<file path="config.mk">
export PLATFORM = sky130hd
export DESIGN_NAME = ievf_status
export DESIGN_NICKNAME = d
export VERILOG_FILES = /design/src/shared/ievf_pkg.sv /design/src/shared/ievf_link_if.sv /design/src/core/ievf_scl_sampler.sv /design/src/core/ievf_status.sv
export SDC_FILE = /design/constraint.sdc
export NUM_CORES = 1
export LEC_CHECK = 0
export ABC_CLOCK_PERIOD_IN_PS = 3000
export BUFFER_PORTS_ARGS = -buffer_cell sky130_fd_sc_hd__clkbuf_2
export CORE_MARGIN = 4
export CORE_UTILIZATION = 45
export CTS_BUF_LIST = sky130_fd_sc_hd__clkbuf_16
export DETAILED_ROUTE_END_ITERATION = 6
export HOLD_SLACK_MARGIN = 0.02
export PLACE_DENSITY_LB_ADDON = 0.12
export SLEW_MARGIN = 25
export SYNTH_ARGS = -nofsm -noshare
export SYNTH_HDL_FRONTEND = slang
export SYNTH_SLANG_ARGS = --single-unit
</file>
<file path="constraint.sdc">
create_clock -name mclk -period 3 [get_ports mclk]
set_input_delay 0.6 -clock mclk [delete_from_list [all_inputs] [get_ports mclk]]
set_output_delay 0.6 -clock mclk [all_outputs]
set_load 0.005 [all_outputs]
</file>
<file path="src/shared/ievf_pkg.sv">
package ievf_pkg;
    // Register byte addresses on the APB bus
    localparam logic [7:0]  ADDR_STATUS  = 8'h00;
    localparam logic [7:0]  ADDR_CONTROL = 8'h04;
    localparam logic [7:0]  ADDR_BUFFER  = 8'h08;

    // Event status field positions
    localparam int          ST_TXC_BIT   = 1;
    localparam int          ST_RXR_BIT   = 2;
    localparam int          ST_STR_BIT   = 3;

    // Control field positions
    localparam int          CT_IEN_BIT   = 0;
    localparam int          CT_STREN_BIT = 1;
    localparam int          CT_SCL_BIT   = 8;

    // Buffer lanes
    localparam int          BUF_DATA_W   = 8;
    localparam int          BUF_ADDR_W   = 7;
    localparam int          BUF_USED_W   = 10;

    // Values after reset
    localparam logic [15:0] STATUS_RST   = 16'h0000;
    localparam logic [15:0] BUFFER_RST   = 16'h0000;
    localparam logic [1:0]  CONTROL_RST  = 2'h0;

    // Link sampler depth
    localparam int          SYNC_STAGES  = 2;
endpackage : ievf_pkg

</file>
<file path="src/shared/ievf_link_if.sv">
`timescale 1ns/1ns
interface ievf_link_if;
    logic scl_level;
    logic scl_fall;

    modport sampler (output scl_level, output scl_fall);
    modport user    (input  scl_level, input  scl_fall);
endinterface : ievf_link_if

</file>
<file path="src/core/ievf_scl_sampler.sv">
`timescale 1ns/1ns
module ievf_scl_sampler (
    input  wire logic    mclk,
    input  wire logic    rst,
    input  wire logic    scl_i,
    ievf_link_if.sampler link
);
    logic [ievf_pkg::SYNC_STAGES-1:0] sync_r;
    logic                             last_r;

    // First stage feeds only the second; edges use settled copies
    always_ff @(posedge mclk) begin
        if (rst) begin
            sync_r <= '1;
            last_r <= 1'b1;
        end else begin
            sync_r <= {sync_r[ievf_pkg::SYNC_STAGES-2:0], scl_i};
            last_r <= sync_r[ievf_pkg::SYNC_STAGES-1];
        end
    end

    assign link.scl_level = sync_r[ievf_pkg::SYNC_STAGES-1];
    assign link.scl_fall  = last_r & ~sync_r[ievf_pkg::SYNC_STAGES-1];
endmodule : ievf_scl_sampler

</file>
<file path="src/core/ievf_status.sv">
`timescale 1ns/1ns
module ievf_status (
    input  wire logic        mclk,
    input  wire logic        rst,
    input  wire logic        psel,
    input  wire logic        penable,
    input  wire logic        pwrite,
    input  wire logic [7:0]  paddr,
    input  wire logic [31:0] pwdata,
    output logic      [31:0] prdata,
    output logic             pready,
    output logic             pslverr,
    input  wire logic        byte_done,
    input  wire logic        ack_received,
    input  wire logic        byte_received,
    input  wire logic [7:0]  rx_byte,
    input  wire logic        stretch_point,
    input  wire logic        addr_phase,
    input  wire logic        busy,
    input  wire logic        scl_i,
    output logic             scl_o,
    output logic             scl_oe,
    output logic [7:0]       tx_byte,
    output logic             irq
);
    ievf_link_if link ();

    ievf_scl_sampler u_sampler (
        .mclk  (mclk),
        .rst   (rst),
        .scl_i (scl_i),
        .link  (link.sampler)
    );

    logic        txc_r;
    logic        txc_nxt;
    logic        rxr_r;
    logic        rxr_nxt;
    logic        str_r;
    logic        str_nxt;
    logic        ack_wait_r;
    logic        ack_wait_nxt;
    logic        ien_r;
    logic        stren_r;
    logic [15:0] buf_r;
    logic [15:0] buf_nxt;
    logic [31:0] prdata_r;
    logic [7:0]  tx_byte_r;
    logic        scl_hold_r;

    // Bus decode
    wire         setup_ph    = psel & ~penable;
    wire         access_ph   = psel & penable;
    wire         hit_status  = paddr == ievf_pkg::ADDR_STATUS;
    wire         hit_control = paddr == ievf_pkg::ADDR_CONTROL;
    wire         hit_buffer  = paddr == ievf_pkg::ADDR_BUFFER;
    wire         mapped      = hit_status | hit_control | hit_buffer;
    wire         wr_ok       = access_ph & pwrite & mapped;
    wire         wr_status   = wr_ok & hit_status;
    wire         wr_control  = wr_ok & hit_control;
    wire         wr_buffer   = wr_ok & hit_buffer;

    // Zero-wait slave: answer in the access cycle
    assign pready  = access_ph;
    assign pslverr = access_ph & ~mapped;
    assign prdata  = prdata_r;

    wire         sw_txc      = pwdata[ievf_pkg::ST_TXC_BIT];
    wire         sw_rxr      = pwdata[ievf_pkg::ST_RXR_BIT];
    wire         sw_str      = pwdata[ievf_pkg::ST_STR_BIT];

    wire [15:0]  status_view = {12'h000, str_r, rxr_r, txc_r, 1'b0};
    wire [15:0]  ctrl_view   = {7'h00, link.scl_level, 6'h00,
                                stren_r, ien_r};
    wire [15:0]  buf_view    = {6'h00,
                                buf_r[ievf_pkg::BUF_USED_W-1:0]};
    wire [15:0]  rd_sel      = hit_status  ? status_view :
                               hit_control ? ctrl_view   :
                               hit_buffer  ? buf_view    : 16'h0000;

    // Acknowledge pairs with the byte that went before it
    assign ack_wait_nxt = byte_done ? 1'b1 :
                          ack_received ? 1'b0 : ack_wait_r;
    wire   txc_hw_set   = ack_wait_r & ack_received;

    // Hardware set wins over a same-cycle software clear
    always_comb begin
        txc_nxt = txc_r;
        if (wr_status) begin
            txc_nxt = sw_txc;
        end
        if (txc_hw_set) begin
            txc_nxt = 1'b1;
        end
    end

    always_comb begin
        rxr_nxt = rxr_r;
        if (wr_status && !sw_rxr) begin
            rxr_nxt = 1'b0;
        end
        if (byte_received) begin
            rxr_nxt = 1'b1;
        end
    end

    wire   str_hw_set = stren_r & stretch_point;

    always_comb begin
        str_nxt = str_r;
        if (wr_status && !sw_str) begin
            str_nxt = 1'b0;
        end
        if (str_hw_set) begin
            str_nxt = 1'b1;
        end
    end

    // Received byte overrides a racing software write
    always_comb begin
        buf_nxt = buf_r;
        if (wr_buffer && !busy) begin
            buf_nxt = {6'h00, pwdata[ievf_pkg::BUF_USED_W-1:0]};
        end
        if (byte_received) begin
            buf_nxt = {buf_r[15:ievf_pkg::BUF_DATA_W], rx_byte};
        end
    end

    // Address phase sends seven bits, bit 7 left to the shifter
    wire [7:0] tx_sel = addr_phase ?
        {1'b0, buf_r[ievf_pkg::BUF_ADDR_W-1:0]} :
        buf_r[ievf_pkg::BUF_DATA_W-1:0];

    always_ff @(posedge mclk) begin
        if (rst) begin
            txc_r      <= ievf_pkg::STATUS_RST[ievf_pkg::ST_TXC_BIT];
            rxr_r      <= ievf_pkg::STATUS_RST[ievf_pkg::ST_RXR_BIT];
            str_r      <= ievf_pkg::STATUS_RST[ievf_pkg::ST_STR_BIT];
            ack_wait_r <= 1'b0;
        end else begin
            txc_r      <= txc_nxt;
            rxr_r      <= rxr_nxt;
            str_r      <= str_nxt;
            ack_wait_r <= ack_wait_nxt;
        end
    end

    always_ff @(posedge mclk) begin
        if (rst) begin
            ien_r   <= ievf_pkg::CONTROL_RST[ievf_pkg::CT_IEN_BIT];
            stren_r <= ievf_pkg::CONTROL_RST[ievf_pkg::CT_STREN_BIT];
        end else if (wr_control) begin
            ien_r   <= pwdata[ievf_pkg::CT_IEN_BIT];
            stren_r <= pwdata[ievf_pkg::CT_STREN_BIT];
        end
    end

    always_ff @(posedge mclk) begin
        if (rst) begin
            buf_r     <= ievf_pkg::BUFFER_RST;
            tx_byte_r <= 8'h00;
        end else begin
            buf_r     <= buf_nxt;
            tx_byte_r <= tx_sel;
        end
    end

    // Read data captured in setup so it is steady through access
    always_ff @(posedge mclk) begin
        if (rst) begin
            prdata_r <= 32'h0000_0000;
        end else if (setup_ph && !pwrite) begin
            prdata_r <= {16'h0000, rd_sel};
        end
    end

    // Hold follows the flag; released only after software clears it
    always_ff @(posedge mclk) begin
        if (rst) begin
            scl_hold_r <= 1'b0;
        end else begin
            scl_hold_r <= str_nxt;
        end
    end

    assign scl_o   = 1'b0;
    assign scl_oe  = scl_hold_r;
    assign tx_byte = tx_byte_r;
    assign irq     = ien_r & (txc_r | rxr_r | str_r);
endmodule : ievf_status

</file>
=== Yosys cells after proc, flatten, opt, wreduce, memory -nomap -nowiden ===
Cells that the tools add are included.

* Input port bits: 60
* Flip-flop bits (word level): 42
* Word-level logic and storage cells: 61
* Output and inout port bits: 45

* Muxes and demuxes: 13
* Reduce and logical (&&, ||, !) cells: 16
* Bitwise operators: 18
* Equal/unequal tests: 2

{| class="wikitable"
|+ Operator list
! kind !! number
|-
| 10-bit two-way mux || 3
|-
| 8-bit two-way mux || 2
|-
| 1-bit AND || 11
|-
| 2-bit nonzero test || 5
|-
| 8-bit by 3-bit equality test with 1-bit output, second input constant || 1
|-
| 8-bit by 4-bit equality test with 1-bit output, second input constant || 1
|-
| 8-bit zero test || 1
|-
| 1-bit two-way mux || 8
|-
| 1-bit logical AND || 4
|-
| 1-bit zero test || 4
|-
| 1-bit bitwise OR || 4
|-
| 1-bit NOT || 3
|-
| 2-bit AND reduction || 1
|-
| 2-bit OR reduction || 1
|}

=== Depth between registers and ports, before layout ===
Gate-level depths: netlist of run 1.

* Word-level depth: 8
* Mapped depth: 6

=== Modules after synthesis ===
Synthesis of run 1 repeated with hierarchy kept, for this count alone.

* Cells, all modules: 185
* Area total of the unflattened synthesis: 1657.8 um^2

{| class="wikitable"
|+ By module, submodules not included
! module !! area an instance (um^2) !! times used !! cells an instance
|-
| ievf_status || 1572.8 || 1 || 178
|-
| ievf_scl_sampler || 85.1 || 1 || 7
|}

=== Worst setup path after synthesis of run 1 ===
Ideal clock, no wire load.

* Path kind: input to register
* Start point: in paddr[5]
* End point: reg buf_r[8]
* Data required time: 2.868 ns
* Arrival time: 2.070 ns
* Cell stages on the path: 6
* Setup slack: 0.798 ns
* Library setup time: 0.132 ns
* Path through: or4_4 -> buf_6 -> or4_4 -> buf_6 -> o21ai_1 -> a21oi_1

* Word-level cells in the longest chain between the ends: 7
* Elaborated cells on any way between the ends: 9

{| class="wikitable"
|+ Ends and longest elaborated chain
! element !! RTL line !! source
|-
| from (decl) || ievf_status.sv:8 || <nowiki>input wire logic [7:0] paddr,</nowiki>
|-
| 8-bit by 3-bit equality test with 1-bit output / 8-bit zero test (equally long branches) || ievf_status.sv:55, ievf_status.sv:54 ||
|-
| 1-bit bitwise OR (2 in a row) || ievf_status.sv:57 || <nowiki>wire mapped = hit_status | hit_control | hit_buffer;</nowiki>
|-
| 1-bit AND || ievf_status.sv:58 || <nowiki>wire wr_ok = access_ph & pwrite & mapped;</nowiki>
|-
| 1-bit AND (*) || ievf_status.sv:61 || <nowiki>wire wr_buffer = wr_ok & hit_buffer;</nowiki>
|-
| 1-bit logical AND (*) || ievf_status.sv:122 || <nowiki>if (wr_buffer && !busy) begin</nowiki>
|-
| 2-bit AND reduction (no source line) (*) || -- ||
|-
| to (signal assigned) || ievf_status.sv:161 || <nowiki>buf_r <= ievf_pkg::BUFFER_RST;</nowiki>
|-
| to (signal assigned) || ievf_status.sv:164 || <nowiki>buf_r <= buf_nxt;</nowiki>
|-
| to (decl) || ievf_status.sv:45 || <nowiki>logic [15:0] buf_r;</nowiki>
|}

Every way passes the cells marked *; elsewhere a longest branch is shown, timed or not.
A chain may end at the register's enable or synchronous reset.

=== Worst setup path after layout of run 1 ===
* Start point: in paddr[5]
* End point: out pslverr

* Word-level cells in the longest chain between the ends: 5
* Elaborated cells on any way between the ends: 7

{| class="wikitable"
|+ Ends and longest elaborated chain
! element !! RTL line !! source
|-
| 8-bit by 3-bit equality test with 1-bit output / 8-bit zero test (equally long branches) || ievf_status.sv:55, ievf_status.sv:54 ||
|-
| 1-bit bitwise OR || ievf_status.sv:57 ||
|-
| 1-bit bitwise OR (*) || ievf_status.sv:57 ||
|-
| 1-bit NOT (*) || ievf_status.sv:65 || <nowiki>assign pslverr = access_ph & ~mapped;</nowiki>
|-
| 1-bit AND (*) || ievf_status.sv:65 ||
|-
| to (decl) || ievf_status.sv:12 || <nowiki>output logic pslverr,</nowiki>
|}

Marked as above.

==> flow_summary_export.csv, run 1 <==
group,metric,value,unit
yosys,syn_avg_cell_area,8.923,um2
critical_path,crit_path_frequent_cell,"clkbuf_2",
worst_hold_path,hp-start,"u_sampler.sync_r[0]",
timing,hold_viol,0,
finish,multi_input_area,753.2,um2
floorplan,initial_utilization,0.4755,
timing,max_slew_margin,0.5542,
timing,min_period,2.210,ns
global_route,antenna_found_initial,0,
placement,numPortBuffers,59,
finish,final_cell_mix,"clkbuf_2, dfxtp_1, conb_1, nor2_1, nand2_1",
floorplan,io_pins,105,
finish,drive_above_1_share,0.3071,
timing,tightest_slew,0.6687,ns
yosys,ys.flop_type,"dfxtp_1",
timing,finalMaxSlewViolations,0,
run,maxCapViolCount,0,
clocking,root_buffer,"clkbuf_16",
finish,final_util,0.5894,
clocking,numCtsBuffers,5,
timing,finalSetupTns,0,ns
critical_path,crit_end,"pslverr",
route,first_iter_violations,79,
placement,hpwl,2.707,mm
clocking,postCtsHoldBufs,0,
yosys,async_flop_share,0,
global_route,grt_pass1_vias,1196,
floorplan,core,3416,um2
pwr,p_per_area,574.3,nW/um2
critical_path,path_cells,"clkbuf_2 -> or4_4 -> o21a_1 -> clkbuf_2",
route,num_vias,1381,
critical_path,cp-startpoint,"paddr[5]",
clocking,ctsResizeCount,0,
floorplan,die_w,68.08,um
clocking,postCtsSetupBuffers,0,
global_route,grt_usage,0.1602,
pwr,seq_power_share,0.435,
critical_path,cp_slowest_cell,"or4_4",
critical_path,path_max_fanout,9,
placement,finalWeightedCongestion,0.8460,
floorplan,rows,21,
critical_path,path_class,"input pin to output port",
yosys,ys.warnings.count,0,
critical_path,reg2reg_setup_slack,2.08,ns
pwr,power.leakage,0.9152,nW
floorplan,fp.dieH,68.08,um
route,ant_nets,0,
finish,diodes,0,
pwr,switching_share,0.2043,
clocking,htree_levels,2,
critical_path,r2r_start,"scl_oe",
timing,fmax,452.4,MHz
critical_path,end_kind,"output port",
clocking,clock_latency,0.27,ns
finish,layout.nets,300,
global_route,grt_max_degree,37,
route,drc,0,
pwr,power.switching,0.2362,mW
yosys,synth_area_leaders,"dfxtp_1, buf_4, nor2_1",
route,firstDrtPassIters,4,
pwr,p_comb_frac,0.076,
critical_path,required,2.40,ns
route,wirelength,3.486,mm
timing,hold_ws,0.4090,ns
critical_path,slowest_delay,0.61,ns
global_route,grt_overflow,0,
yosys,synth_top_area_share,0.4438,
critical_path,crit_arrival,1.61,ns
route,drt-wirelength-per-cell,12.15,um
yosys,yosys_register_bits,36,
yosys,ys_seq_area_frac,0.4438,
global_route,grt_pass1_wl,5.520,mm
route,vias_per_cell,4.812,
timing,rsz0062_at_grt,"false",
critical_path,reg2reg_depth,4,
outcome,status,"finished, final reports clean",
timing,setup_viol,0,
critical_path,reg2reg_to,"prdata[3]",
pwr,ir_worst_vdd,457.3,uV
timing,skew,0.003699,ns
floorplan,die-area,4634,um2
yosys,synth_edf_count,0,
finish,seq_area,720.7,um2
finish,final_common_cell,"clkbuf_2",
yosys,ys_types,33,
timing,fin_crit_sh,0.7368,
yosys,synth_area,1624,um2
yosys,yosys.area.top_type,"dfxtp_1",
clocking,clk_pin_slew,0.05,ns
finish,nFillCells,352,
critical_path,start_kind,"input pin",
worst_hold_path,worst_hold_path_type,"flop to flop",
clocking,clkSinkCount,36,
yosys,syn_inst,182,
pwr,power.share.clock,0.489,
pwr,p_int,0.9199,mW
finish,areaGrowthSynthToFinish,23.96,%
clocking,cts.path.max_buffers,2,
clocking,cts_tree,"done",
worst max-delay path, delay by kind of cell:
kind	cells	cell delay [ns]
AO/OA/AOI/OAI	1	0.21
AND/OR/NAND/NOR	1	0.61
buffers and inverters	2	0.19
kinds of logic (layout without fill, tap and decap cells):
logic type	after synthesis	after routing	share of synthesized area
other	1	23	0.002309
multiplexers	6	6	0.03698
buffers and inverters	34	71	0.1433
AND/OR/NAND/NOR	71	71	0.2304
AO/OA/AOI/OAI	34	34	0.1433
flip-flops	36	36	0.4438
through the flow:
| stage | setup WS, ns | power (mW) | instances | area [um2] |
|---|---|---|---|---|
| 2_1_floorplan | 0.7980 | 0.5810 | 204 | 1707 |
| 3_3_place_gp | 0.6030 | 0.6009 | 279 | 1849 |
| 3_5_place_dp | 0.5982 | 0.6014 | 279 | 1849 |
| 4_1_cts | 0.7732 | 1.168 | 287 | 2013 |
| 5_1_grt | 0.6900 | 1.204 | 287 | 2013 |
| 6_report | 0.7895 | 1.156 | 287 | 2013 |
worst min path at each step:
stage,endpoint,slack (ns),cells past startpoint
CTS,u_sampler.sync_r[1],0.41,1
global route,u_sampler.sync_r[1],0.42,1
global placement,u_sampler.sync_r[1],0.39,1
detailed placement,u_sampler.sync_r[1],0.40,1
finish,u_sampler.sync_r[1],0.41,1
floorplan,u_sampler.sync_r[1],0.39,1
metal layers:
layer | global-route usage | wire [um]
met1 | 0.2034 | 1488
met2 | 0.2539 | 1710
met3 | 0.04762 | 255
met4 | 0.06203 | 31
met5 | 0 | 0
cells in the mapped netlist, types with 2 or more instances:
cell type	n
nor3_1	3
mux2i_1	6
o21ai_0	5
buf_4	24
nor2_1	21
nand2_1	20
nor2b_1	8
buf_6	2
clkbuf_1	6
or4_4	3
a311oi_1	8
a32oi_1	2
a21oi_1	8
nand3_1	3
o21ai_1	2
a22oi_1	6
dfxtp_1	36
or2_2	2
nor4_1	3
power by group through the flow:
stage	registers (mW)	clock network, mW	logic (mW)
3_3_place_gp	0.513	0	0.0878
2_1_floorplan	0.512	0	0.0693
6_report	0.503	0.565	0.0878
5_1_grt	0.505	0.598	0.101
3_5_place_dp	0.513	0	0.0880
4_1_cts	0.503	0.577	0.0884
registers in the layout, indices dropped and copies added (netlist names):
register	count
buf_r	10
prdata	10
tx_byte	8
u_sampler.sync_r	2
ack_wait_r	1
ien_r	1
rxr_r	1
scl_oe	1
stren_r	1
txc_r	1
area by class of cell:
cell class / count / share of cell area
inverters: 2 / 0.003729
clock buffers: 5 / 0.06215
repair buffers: 61 / 0.1541
flip-flops and latches: 36 / 0.3580
well taps: 46 / 0.02859
clock inverters: 3 / 0.01927
multi-input cells: 134 / 0.3741
Note: power is estimated with default switching activity, not from simulation.
==> inputs of run 2 (changes only) <==
Settings changed: ABC_AREA from default to 1, ABC_CLOCK_PERIOD_IN_PS 3000 to 1800, CORE_UTILIZATION 45 to 39.
Clock period 3 ns to 1.8 ns, I/O delays scaled along.
==> flow_summary_export.csv, run 2 <==
group,metric,value,unit
route,wirelength,3.948,mm
route,firstDrtPassIters,4,
yosys,yosys_register_bits,36,
yosys,yosys.area.top_type,"dfxtp_1",
timing,skew,0.006647,ns
yosys,synthSimpleGateAreaFrac,0.2941,
clocking,clock_latency,0.27,ns
outcome,status,"finished, final reports clean",
critical_path,path_class,"input pin to output port",
route,num_vias,1633,
pwr,p_per_area,835.6,nW/um2
finish,layout.nets,376,
placement,place_area,2066,um2
finish,diodes,0,
clocking,numCtsBuffers,5,
yosys,synth_top_area_share,0.3986,
timing,fin_crit_sh,0.7797,
clocking,postCtsSetupBuffers,0,
global_route,grt_most_used_layer,"met2",
placement,numPortBuffers,59,
yosys,synth_top_family_by_area,"simple AND/OR/NAND/NOR gates",
route,ant_nets,0,
clocking,cts_tree,"done",
placement,hpwl,3.189,mm
clocking,postCtsHoldBufs,0,
finish,nFillCells,480,
clocking,clk_pin_slew,0.05,ns
global_route,grt_util_met1,0.1862,
yosys,synth_edf_count,0,
global_route,antenna_found_initial,0,
finish,finalInstanceArea,2202,um2
yosys,syn_inst,254,
critical_path,path_max_fanout,4,
timing,setup_viol,0,
floorplan,rows,24,
finish,final_common_cell,"nand2_1",
global_route,grt_pass1_vias,1528,
finish,final_util,0.4989,
yosys,ys_seq_area_frac,0.3986,
route,vias_per_cell,4.425,
floorplan,die-area,5789,um2
yosys,syn_avg_cell_area,7.118,um2
route,drc,0,
finish,final_cell_mix,"nand2_1, clkbuf_2, dfxtp_1, nor2_1, inv_1",
floorplan,fp.dieH,76.09,um
global_route,grt_pass1_wl,6.858,mm
placement,finalWeightedCongestion,0.7973,
timing,fmax,712.6,MHz
yosys,synth-xor-area-share,0,
timing,finalSetupTns,0,ns
clocking,root_buffer,"clkbuf_16",
global_route,grt_usage,0.1420,
yosys,synth_area_leaders,"dfxtp_1, nand2_1, buf_4",
yosys,ys_types,29,
yosys,synth_mux_area_frac,0,
floorplan,die_w,76.09,um
clocking,cts.path.max_buffers,2,
yosys,ys_top_cells_by_count,"nand2_1, dfxtp_1, nor2_1",
yosys,ys.warnings.count,0,
timing,hold_viol,0,
yosys,synth_fa_ha_area_frac,0,
route,drt-wirelength-per-cell,10.70,um
pwr,power.leakage,1.174,nW
floorplan,core,4414,um2
yosys,async_flop_share,0,
critical_path,required,1.44,ns
clocking,clkSinkCount,36,
yosys,synth_compound_area_frac,0.1197,
floorplan,initial_utilization,0.4096,
timing,finalMaxSlewViolations,0,
yosys,yosys.cell_count.top_type,"nand2_1",
clocking,htree_levels,2,
floorplan,io_pins,105,
global_route,use_met3,0.04019,
worst_hold_path,worst_hold_path_type,"input pin to flop",
clocking,ctsResizeCount,0,
finish,drive_above_1_share,0.2744,
global_route,grt_util_met2,0.2209,
critical_path,crit_arrival,1.04,ns
timing,rsz0062_at_grt,"false",
yosys,synth_area,1808,um2
timing,min_period,1.403,ns
critical_path,end_kind,"output port",
finish,areaGrowthSynthToFinish,21.80,%
route,first_iter_violations,102,
run,maxCapViolCount,0,
global_route,grt_overflow,0,
global_route,grt_max_degree,19,
yosys,ys.flop_type,"dfxtp_1",
pwr,ir_worst_vdd,372.4,uV
critical_path,start_kind,"input pin",
-- run 2: logic make-up after synthesis --
| logic type | after synthesis |
|---|---|
| flip-flops | 36 |
| other | 1 |
| AO/OA/AOI/OAI | 39 |
| buffers and inverters | 62 |
| AND/OR/NAND/NOR | 116 |
-- run 2: worst max-delay path: stages --
cell and delay, ns:
clkbuf_2 0.09, inv_1 0.04, nand2_1 0.07, nor2_4 0.15, o211ai_1 0.12, nand2_1 0.08, inv_1 0.03, clkbuf_2 0.10
-- run 2: final timing paths --
path | start | endpoint | slack, ns | cells past startpoint
setup reg to reg | buf_r[0] | prdata[0] | 0.97 | 4
setup / recovery | paddr[4] | pslverr | 0.40 | 8
hold / removal | addr_phase | tx_byte[7] | 0.24 | 2
hold reg to reg | u_sampler.sync_r[0] | u_sampler.sync_r[1] | 0.41 | 1
-- run 2: layout make-up --
cell class | count | area (um2) | area share
Timing Repair Buffer | 63 | 325.3 | 0.1477
Multi-Input combinational cell | 178 | 834.6 | 0.3790
Clock inverter | 3 | 11.26 | 0.005114
Tap cell | 52 | 65.06 | 0.02955
Clock buffer | 5 | 125.1 | 0.05682
Sequential cell | 36 | 720.7 | 0.3273
Inverter | 32 | 120.1 | 0.05455
-- run 2: routing by layer --
metal | vias to the layer above | share of wire
li1 | 871 | -
met1 | 694 | 0.46
met2 | 62 | 0.44
met3 | 6 | 0.087
met4 | 0 | 0.017
met5 | - | 0
-- run 2: metrics by stage --
stage	setup slack, ns	hold WS (ns)	total power [mW]	std cells
floorplan	0.5834	0.3895	1.012	276
finish	0.3966	0.2367	1.840	369
global placement	0.2293	0.4000	1.064	361
detailed placement	0.2280	0.4007	1.067	361
CTS	0.3792	0.2333	1.863	369
global route	0.2876	0.2387	1.934	369
-- run 2: where the power goes --
group / switching (mW) / leakage, nW / internal [mW] / total (mW)
logic: 0.114 / 0.806 / 0.0827 / 0.197
clock network: 0.295 / 0.0738 / 0.497 / 0.791
registers: 0.0197 / 0.295 / 0.832 / 0.852
total: 0.429 / 1.17 / 1.41 / 1.84
==> inputs of run 3 (changes only) <==
Settings changed: ABC_CLOCK_PERIOD_IN_PS 1800 to 1250.
Clock period 1.8 ns to 1.25 ns, I/O delays scaled along.
==> flow_summary_export.csv, run 3 (synthesized netlist as in run 2, its figures left out) <==
group,metric,value,unit
timing,finalSetupTns,0,ns
critical_path,path_class,"flop to output port",
placement,dp.cells,369,
route,firstDrtPassIters,4,
critical_path,reg2reg_depth,4,
global_route,use_met3,0.03664,
critical_path,path_cells,"o31a_1 -> clkbuf_2",
clocking,htree_levels,2,
placement,numPortBuffers,59,
global_route,grt_most_used_layer,"met2",
route,first_iter_violations,96,
timing,fin_crit_sh,0.9946,
global_route,grt_max_degree,18,
pwr,power,2.903,mW
timing,hold_viol,0,
critical_path,cp_slowest_cell,"dfxtp_2",
timing,fmax,804.3,MHz
clocking,clock_latency,0.28,ns
floorplan,initial_utilization,0.4096,
critical_path,path_max_fanout,2,
timing,rsz0062_at_grt,"true",
global_route,grt_pass1_vias,1441,
critical_path,cp.depth,2,
clocking,root_buffer,"clkbuf_16",
route,drc,0,
outcome,status,"finished, final reports clean",
pwr,power.leakage,1.252,nW
critical_path,critPathBufInv,1,
placement,place_area,2126,um2
critical_path,start_kind,"flop",
timing,setup_slack,0.006740,ns
worst_hold_path,holdPathStages,2,
critical_path,crit_arrival,0.99,ns
finish,finalInstanceArea,2338,um2
pwr,ir_worst_vdd,810.6,uV
clocking,clk_pin_slew,0.05,ns
timing,skew,0.004278,ns
timing,setup_viol,0,
floorplan,die-area,5789,um2
timing,hold_ws,0.1217,ns
route,drt-wirelength-per-cell,10.79,um
finish,diodes,0,
pwr,p_per_area,1242,nW/um2
route,num_vias,1672,
critical_path,required,1.00,ns
run,maxCapViolCount,0,
route,wirelength,4.121,mm
placement,finalWeightedCongestion,0.7572,
global_route,antenna_found_initial,0,
floorplan,rows,24,
finish,final_cell_mix,"nand2_1, clkbuf_2, dfxtp_1, nor2_1, inv_1",
clocking,clkSinkCount,36,
global_route,grt_overflow,0,
finish,drive_above_1_share,0.3182,
route,ant_nets,0,
clocking,numCtsBuffers,5,
timing,finalMaxSlewViolations,0,
route,vias_per_cell,4.377,
critical_path,critPathTopFamily,"flip-flops",
global_route,grt_pass1_wl,6.603,mm
finish,finalNonFillerCells,382,
floorplan,core,4414,um2
placement,hpwl,3.258,mm
global_route,grt_util_met1,0.1825,
clocking,cts_tree,"done",
floorplan,die_w,76.09,um
clocking,postCtsHoldBufs,0,
finish,areaGrowthSynthToFinish,29.34,%
finish,layout.nets,389,
global_route,grt_usage,0.1380,
clocking,cts.path.max_buffers,2,
finish,final_common_cell,"nand2_1",
global_route,grt_util_met2,0.2140,
critical_path,slowest_delay,0.32,ns
floorplan,fp.dieH,76.09,um
critical_path,end_kind,"output port",
timing,min_period,1.243,ns
finish,final_util,0.5298,
floorplan,io_pins,105,
worst_hold_path,worst_hold_path_type,"input pin to flop",
placement,pre_cts_slack,-0.07872,ns
[run 3: cell count changes in the layout (fill, tap and decap cells not counted), sizes merged]
| cell | previous run | this run |
|---|---|---|
| bufinv | 0 | 1 |
| clkbuf | 64 | 63 |
| inv | 34 | 33 |
| buf | 4 | 18 |
[run 3: worst paths after layout]
kind | from | slack, ns | endpoint
worst max register to register | buf_r[0] | 0.38 | prdata[0]
worst max-delay path | txc_r | 0.007 | irq
worst min-delay path | addr_phase | 0.12 | tx_byte[7]
worst min register to register | u_sampler.sync_r[0] | 0.41 | u_sampler.sync_r[1]
[run 3: metal layers]
layer	up-vias	share of wire
met1	716	0.45
met2	61	0.45
met5	-	0
li1	891	-
met4	0	0.011
met3	4	0.087
[run 3: timing repair]
item / CTS / global route
setup endpoints to repair: 1 / 2
pin swaps: 1 / 3
gates resized for setup: 2 / 2
buffers inserted: 2 / 3
[run 3: report_power, final]
group          total, mW  internal [mW]  switching (mW)  leakage [nW]
combinational      0.304          0.133           0.170         0.872
clock               1.37          0.928           0.444        0.0850
sequential          1.23           1.20          0.0290         0.295
total               2.90           2.26           0.643          1.25
[run 3: layout make-up]
class,instances,area [um2]
Timing Repair Buffer,76,429.2
Multi-Input combinational cell,178,837.1
Inverter,32,120.1
Sequential cell,36,723.2
Clock buffer,5,125.1
Tap cell,52,65.06
Fill cell,461,2076
Clock inverter,3,38.79
